==> src/logic/cc_err_pkg.sv <==
// Constants and carriers for the control channel error configuration block.
// Assumes a single core clock domain shared with the register access logic.
`default_nettype none

package cc_err_pkg;

  ////////////////////////////////////////////////////////////////////////////
  // Register map
  localparam logic [7:0] CFG_ADDR    = 8'h6E;
  localparam logic [7:0] STATUS_ADDR = 8'h6D;
  localparam logic [7:0] CFG_RESET   = 8'h20;
  localparam logic [7:0] CFG_WMASK   = 8'h3F;
  localparam logic [7:0] STATUS_ZERO = 8'h00;

  ////////////////////////////////////////////////////////////////////////////
  // Field positions
  localparam int BLOCK_BIT     = 5;
  localparam int ABORT_BIT     = 4;
  localparam int EARLY_ACK_BIT = 2;
  localparam int DATA_CHK_BIT  = 1;
  localparam int ENH_BIT       = 0;
  localparam int RESP_ERR_BIT  = 0;

  ////////////////////////////////////////////////////////////////////////////
  // Carriers
  typedef struct packed {
    logic       remote;  // Targets a device beyond the link
    logic       read;    // Read transaction
    logic [7:0] data;    // Byte sent in the forward frame
  } xact_req_s;

  typedef struct packed {
    logic       ack;     // Remote acknowledge
    logic [7:0] data;    // Byte echoed back by the far end
  } link_resp_s;

  typedef enum {
    ST_IDLE,
    ST_WAIT
  } chan_state_e;

endpackage : cc_err_pkg

`default_nettype wire

==> src/logic/control_channel_error_config.sv <==
// Configuration register and error handling of the bidirectional control channel.
// Assumes register accesses and link events arrive on core_clk_i from internal logic.
//
// Overview of operation
// Configuration register at 0x6E resets to 0x20: remote blocked, checks off.
// Bit 5 set refuses remote forwarding; local register accesses still served.
// Bit 4 set aborts the active transaction on a back channel CRC error.
// Abort on error does nothing while enhanced checking (bit 0) is clear.
// Bit 2 set gives an early internal acknowledge at each remote read start.
// Bit 1 set compares echoed write data; mismatch turns remote ACK into NACK.
// Bit 0 enables termination on error; clear blocks aborts, error detection still runs.
// Returned byte checked per write frame; error sets a flag cleared on status read.
`default_nettype none

module control_channel_error_config
  import cc_err_pkg::*;
(
  input  wire logic                  core_clk_i,    // Core clock, 20 MHz
  input  wire logic                  rst_i,         // Async reset, active high
  input  wire logic [7:0]            reg_addr_i,    // Register offset
  input  wire logic                  reg_wr_i,      // Register write strobe
  input  wire logic                  reg_rd_i,      // Register read strobe
  input  wire logic [7:0]            reg_wdata_i,   // Register write data
  output logic      [7:0]            reg_rdata_o,   // Register read data
  input  wire logic                  req_valid_i,   // New transaction request
  input  wire cc_err_pkg::xact_req_s req_i,         // Request details
  input  wire logic                  resp_valid_i,  // Response frame received
  input  wire cc_err_pkg::link_resp_s resp_i,       // Response contents
  input  wire logic                  bc_crc_err_i,  // Back channel CRC error
  output logic                       busy_o,        // Remote transaction open
  output logic                       fwd_start_o,   // Forward to remote side
  output logic                       local_start_o, // Serve local registers
  output logic                       refuse_o,      // Remote access refused
  output logic                       early_ack_o,   // Early read acknowledge
  output logic                       abort_o,       // Transaction terminated
  output logic                       ans_valid_o,   // Local bus answer ready
  output logic                       ans_ack_o      // 1 ACK, 0 NACK
);

  import cc_err_pkg::*;

  ////////////////////////////////////////////////////////////////////////////
  // Registers
  logic [7:0]  cfg_reg;
  logic        resp_err_reg;
  chan_state_e state_reg;
  logic [7:0]  sent_data_reg;
  logic        sent_read_reg;

  logic blocked;
  logic abort_en;
  logic accept;
  logic abort_cond;
  logic resp_take;
  logic mismatch;
  logic resp_err_set;
  logic status_rd;

  assign blocked      = cfg_reg[BLOCK_BIT];
  assign abort_en     = cfg_reg[ABORT_BIT] & cfg_reg[ENH_BIT];
  assign accept       = req_valid_i && (state_reg == ST_IDLE);
  assign abort_cond   = (state_reg == ST_WAIT) && bc_crc_err_i && abort_en;
  assign resp_take    = (state_reg == ST_WAIT) && resp_valid_i && !abort_cond;
  assign mismatch     = !sent_read_reg && (resp_i.data != sent_data_reg);
  assign resp_err_set = resp_take && mismatch;
  assign status_rd    = reg_rd_i && (reg_addr_i == STATUS_ADDR);
  assign busy_o       = (state_reg == ST_WAIT);

  always_ff @(posedge core_clk_i or posedge rst_i)
  begin
    if (rst_i)
      cfg_reg <= CFG_RESET;
    else if (reg_wr_i && (reg_addr_i == CFG_ADDR))
      cfg_reg <= reg_wdata_i & CFG_WMASK;
  end

  // Set wins over read clear
  always_ff @(posedge core_clk_i or posedge rst_i)
  begin
    if (rst_i)
      resp_err_reg <= 1'b0;
    else if (resp_err_set)
      resp_err_reg <= 1'b1;
    else if (status_rd)
      resp_err_reg <= 1'b0;
  end

  always_ff @(posedge core_clk_i or posedge rst_i)
  begin
    if (rst_i)
      reg_rdata_o <= STATUS_ZERO;
    else if (reg_rd_i)
    begin
      case (reg_addr_i)
        CFG_ADDR:    reg_rdata_o <= cfg_reg;
        STATUS_ADDR: reg_rdata_o <= {7'h0, resp_err_reg};
        default:     reg_rdata_o <= STATUS_ZERO;
      endcase
    end
  end

  ////////////////////////////////////////////////////////////////////////////
  // Transaction tracking
  always_ff @(posedge core_clk_i or posedge rst_i)
  begin
    if (rst_i)
      state_reg <= ST_IDLE;
    else
    begin
      case (state_reg)
        ST_IDLE:
          if (accept && req_i.remote && !blocked)
            state_reg <= ST_WAIT;
        ST_WAIT:
          if (abort_cond || resp_valid_i)
            state_reg <= ST_IDLE;
        default:
          state_reg <= ST_IDLE;
      endcase
    end
  end

  always_ff @(posedge core_clk_i or posedge rst_i)
  begin
    if (rst_i)
    begin
      sent_data_reg <= STATUS_ZERO;
      sent_read_reg <= 1'b0;
    end
    else if (accept)
    begin
      sent_data_reg <= req_i.data;
      sent_read_reg <= req_i.read;
    end
  end

  always_ff @(posedge core_clk_i or posedge rst_i)
  begin
    if (rst_i)
    begin
      fwd_start_o   <= 1'b0;
      local_start_o <= 1'b0;
      refuse_o      <= 1'b0;
      early_ack_o   <= 1'b0;
    end
    else
    begin
      fwd_start_o   <= accept && req_i.remote && !blocked;
      local_start_o <= accept && !req_i.remote;
      refuse_o      <= accept && req_i.remote && blocked;
      early_ack_o   <= accept && req_i.remote && !blocked && req_i.read
                       && cfg_reg[EARLY_ACK_BIT];
    end
  end

  always_ff @(posedge core_clk_i or posedge rst_i)
  begin
    if (rst_i)
    begin
      abort_o     <= 1'b0;
      ans_valid_o <= 1'b0;
      ans_ack_o   <= 1'b0;
    end
    else
    begin
      abort_o     <= abort_cond;
      ans_valid_o <= resp_take;
      if (resp_take)
        ans_ack_o <= resp_i.ack && !(cfg_reg[DATA_CHK_BIT] && mismatch);
    end
  end
endmodule : control_channel_error_config

`default_nettype wire

==> config.mk <==
export PLATFORM = sky130hd
export DESIGN_NAME = control_channel_error_config
export DESIGN_NICKNAME = d
export VERILOG_FILES = /design/src/logic/cc_err_pkg.sv /design/src/logic/control_channel_error_config.sv
export SDC_FILE = /design/constraint.sdc
export NUM_CORES = 1
export LEC_CHECK = 0
export ABC_AREA = 1
export BUFFER_PORTS_ARGS = -buffer_cell sky130_fd_sc_hd__buf_4
export CORE_MARGIN = 5
export CORE_UTILIZATION = 47
export DETAILED_ROUTE_END_ITERATION = 8
export MAX_ROUTING_LAYER = met4
export PLACE_DENSITY = 0.79
export SKIP_LAST_GASP = 1
export SLEW_MARGIN = 20
export SYNTH_ARGS = -nofsm -noshare
export SYNTH_HDL_FRONTEND = slang
export SYNTH_SLANG_ARGS = --single-unit
==> constraint.sdc <==
create_clock -name core_clk_i -period 1.2 [get_ports core_clk_i]
set_input_delay 0.24 -clock core_clk_i [delete_from_list [all_inputs] [get_ports core_clk_i]]
set_output_delay 0.24 -clock core_clk_i [all_outputs]
set_load 0.1 [all_outputs]
==> impl_metrics.toml <==
[clocking]
ctsLongestPathBuffers = 2
clk_transition_reported_paths_ps = 90
clock_insertion_delay_worst_skew_ps = 310
cts-root-buf = "clkbuf_4"
clock_sinks = 30
cts_htree_levels = 2
tritoncts = "yes"
numCtsBuffers = 5

[cells_and_area]
finish.utilization = 0.7117
sequential_cell_area_um2 = 755.7
fillerInstances = 208
multi_input_area_um2 = 516.7
final_net_count = 268
antennaDiodeCount = 0
layout-drive-gt1-share = 0.3524
largest_register_ffs = 8
relative_area_change_from_synthesis_to_final_layout_pct = 43.17

[pwr]
power-per-cell-area_mw_per_mm2 = 1074
post_route_total_power_mw = 2.126
power_leakage_nw = 1.069
worst_ir_drop_vdd_mv = 1.094

[sta]
final_hold_viol_count = 0
max_clock_freq_mhz = 798.5
skew_ps = 8.487
unrepaired_setup_endpoints_after_global_routing = "true"
setup-violations-final = 1
period_share = 1.044
finalWorstSetupSlack_ps = -52.41
layout_min_cycle_time_ps = 1252
report.final.slew_viol_count = 0

[worst_setup_path]
cpLargestDelayFamily = "flip-flops"
path_max_fanout = 3
critPathArrivalTime_ps = 1010
regToRegEndpoint = "resp_err_reg"
timing.critical_path.slowest_stage_cell = "dfrtp_4"
timing.critical_path.depth = 1
timing.setup.critical_path_class = "reg -> out"
timing.reg2reg.worst_path_depth = 6
r2r_setup_slack_ps = 20
worstSetupStartpoint = "state_reg[0]"
cp_slowest_stage_delay_ps = 520
crit_path_cell_trace = "buf_12"
endpoint_kind = "output port"
crit_buf_inv = 1
cp.required_ps = 960
worstSetupEndpoint = "busy_o"
startpoint_types = "flip-flop"
reg2reg_from = "state_reg[0]"

[global_routing]
grt_first_pass_wirelength_um = 5423
grt_overflow = 0
first_global_vias = 1213
gr-usage-all-layers = 0.1697
grt_antenna_before_repair = 0
grt_max_degree = 18

[synth]
yosysSeqAreaShare = 0.5439
synth_cell_type_count = 23
syn-instance-count = 164
mappedNetlistArea_mm2 = 0.001383
ys.warnings.count = 0
postSynthAreaPerCell_um2 = 8.430
ys_seq_elements = 30

[floorplanning]
placementRows = 19
initial_core_util = 0.4971
core_mm2 = 0.002781
die_height_um = 64.24
count_of_pins_on_the_block_boundary = 58
fp.dieW_um = 64.24
design.die.area_mm2 = 0.004126

[worst_hold_path]
holdCritPathClass = "in -> reg"

[route]
drcViolationCount = 0
detailedRoute.firstPassIterationCount = 4
routed_via_density = 4.849
detail_route.iter0.violations = 59
routedWlPerCell_um = 12.42
final_antenna_net_count = 0
route.final.wire_length_um = 3204
routed-via-count = 1251

[placed_design]
gp_congestion = 0.8443
io_port_bufs = 53
place.detailed.hpwl_um = 2594

[run]
max_cap_viol_count = 0

[status]
outcome = "finished, violations left"
failed_checks = "negative setup slack"
## worst register-to-register path: cells and delay by family, from the launching register on
| family | cells | cell delay (ps) |
|---|---|---|
| buffers and inverters | 2 | 240 |
| DFF | 1 | 520 |
| and+or+nand+nor | 4 | 350 |
## synth_stat cells
master | instances | area, µm²
nand4_1 | 2 | 12.51
o21ai_2 | 5 | 43.79
xnor2_1 | 3 | 26.28
nand3_2 | 1 | 10.01
nand2_1 | 61 | 229.0
a21oi_2 | 1 | 8.760
o31ai_1 | 2 | 15.01
inv_2 | 1 | 3.750
nor4_2 | 1 | 12.51
nor3_4 | 1 | 16.27
nand2_2 | 1 | 6.260
buf_4 | 2 | 15.01
conb_1 | 1 | 3.750
dfstp_2 | 1 | 26.28
buf_2 | 1 | 5.000
nor2_1 | 6 | 22.52
nand3_1 | 5 | 25.02
o21ai_0 | 10 | 50.05
buf_6 | 1 | 11.26
dfrtp_1 | 29 | 725.7
nor2_2 | 1 | 6.260
nor3_1 | 2 | 10.01
inv_1 | 26 | 97.59
## per-stage QoR
stage	hold slack (ps)	setup WS [ps]	cell area [µm²]	TNS (ps)	std cells
final	90.22	-52.41	1979	-52.41	258
after global routing	79.43	-93.45	1979	-190.6	258
after CTS	76.75	-62.64	1931	-72.80	258
after detailed placement	290.7	-92.51	1826	-449.8	248
after global placement	266.8	-13.69	1826	-69.89	248
after floorplan	306.4	-3.694	1400	-3.694	165
## worst min-delay path by stage
stage | startpoint | endpoint | slack (ps) | depth (start not counted)
2_1_floorplan | req_i[9] | local_start_o | 310 | 1
3_3_place_gp | rst_i | reg_rdata_o[4] | 270 | 3
3_5_place_dp | rst_i | reg_rdata_o[5] | 290 | 3
4_1_cts | req_i[9] | local_start_o | 80 | 2
5_1_grt | req_i[9] | local_start_o | 80 | 2
6_report | req_i[9] | local_start_o | 90 | 2
## power by group
group	switching [mW]	internal, mW
registers	0.0418	1.07
logic	0.289	0.196
clock network	0.293	0.233
## per-layer routing
metal | track usage | part of all wire | up-vias
met4 | 0.06361 | 0.018 | 0
met3 | 0.03853 | 0.064 | 6
li1 | - | - | 625
met1 | 0.2040 | 0.39 | 577
met2 | 0.2776 | 0.52 | 43
met5 | - | 0 | -
## cells in the final DEF (no fill, tap or decap), types with 2 or more instances in the layout
| cell | instances |
|---|---|
| clkbuf_1 | 3 |
| inv_1 | 24 |
| buf_12 | 3 |
| o31ai_1 | 2 |
| o21ai_2 | 5 |
| dfrtp_1 | 28 |
| inv_4 | 2 |
| clkbuf_4 | 5 |
| o21ai_0 | 10 |
| nand2_1 | 61 |
| nand4_1 | 2 |
| nor2_1 | 6 |
| conb_1 | 2 |
| nand3_1 | 4 |
| xnor2_1 | 3 |
| buf_6 | 8 |
| buf_4 | 45 |
| nand3_2 | 2 |
## timing repair
action / CTS / global route
resized for setup: 10 / 13
endpoints found under the hold margin: 29 / 0
buffers inserted: 1 / 0
hold buffers: 1 / 0
setup endpoints to repair: 8 / 15
pin swaps: 0 / 0
## area by class of cell
type / instances / share of cell area
sequential: 30 / 0.3818
multi-input combinational: 104 / 0.2611
timing repair buffer: 58 / 0.2592
inverter: 27 / 0.05373
clock buffer: 8 / 0.02465
tap: 31 / 0.01960
## cells by family after synthesis
group | share of synthesized area
other cells | 0.002712
simple gates | 0.2534
compound gates | 0.08507
buf+inv | 0.09592
flops | 0.5439
xor+xnor | 0.01901
No activity file was read; power rests on OpenSTA's default activity.
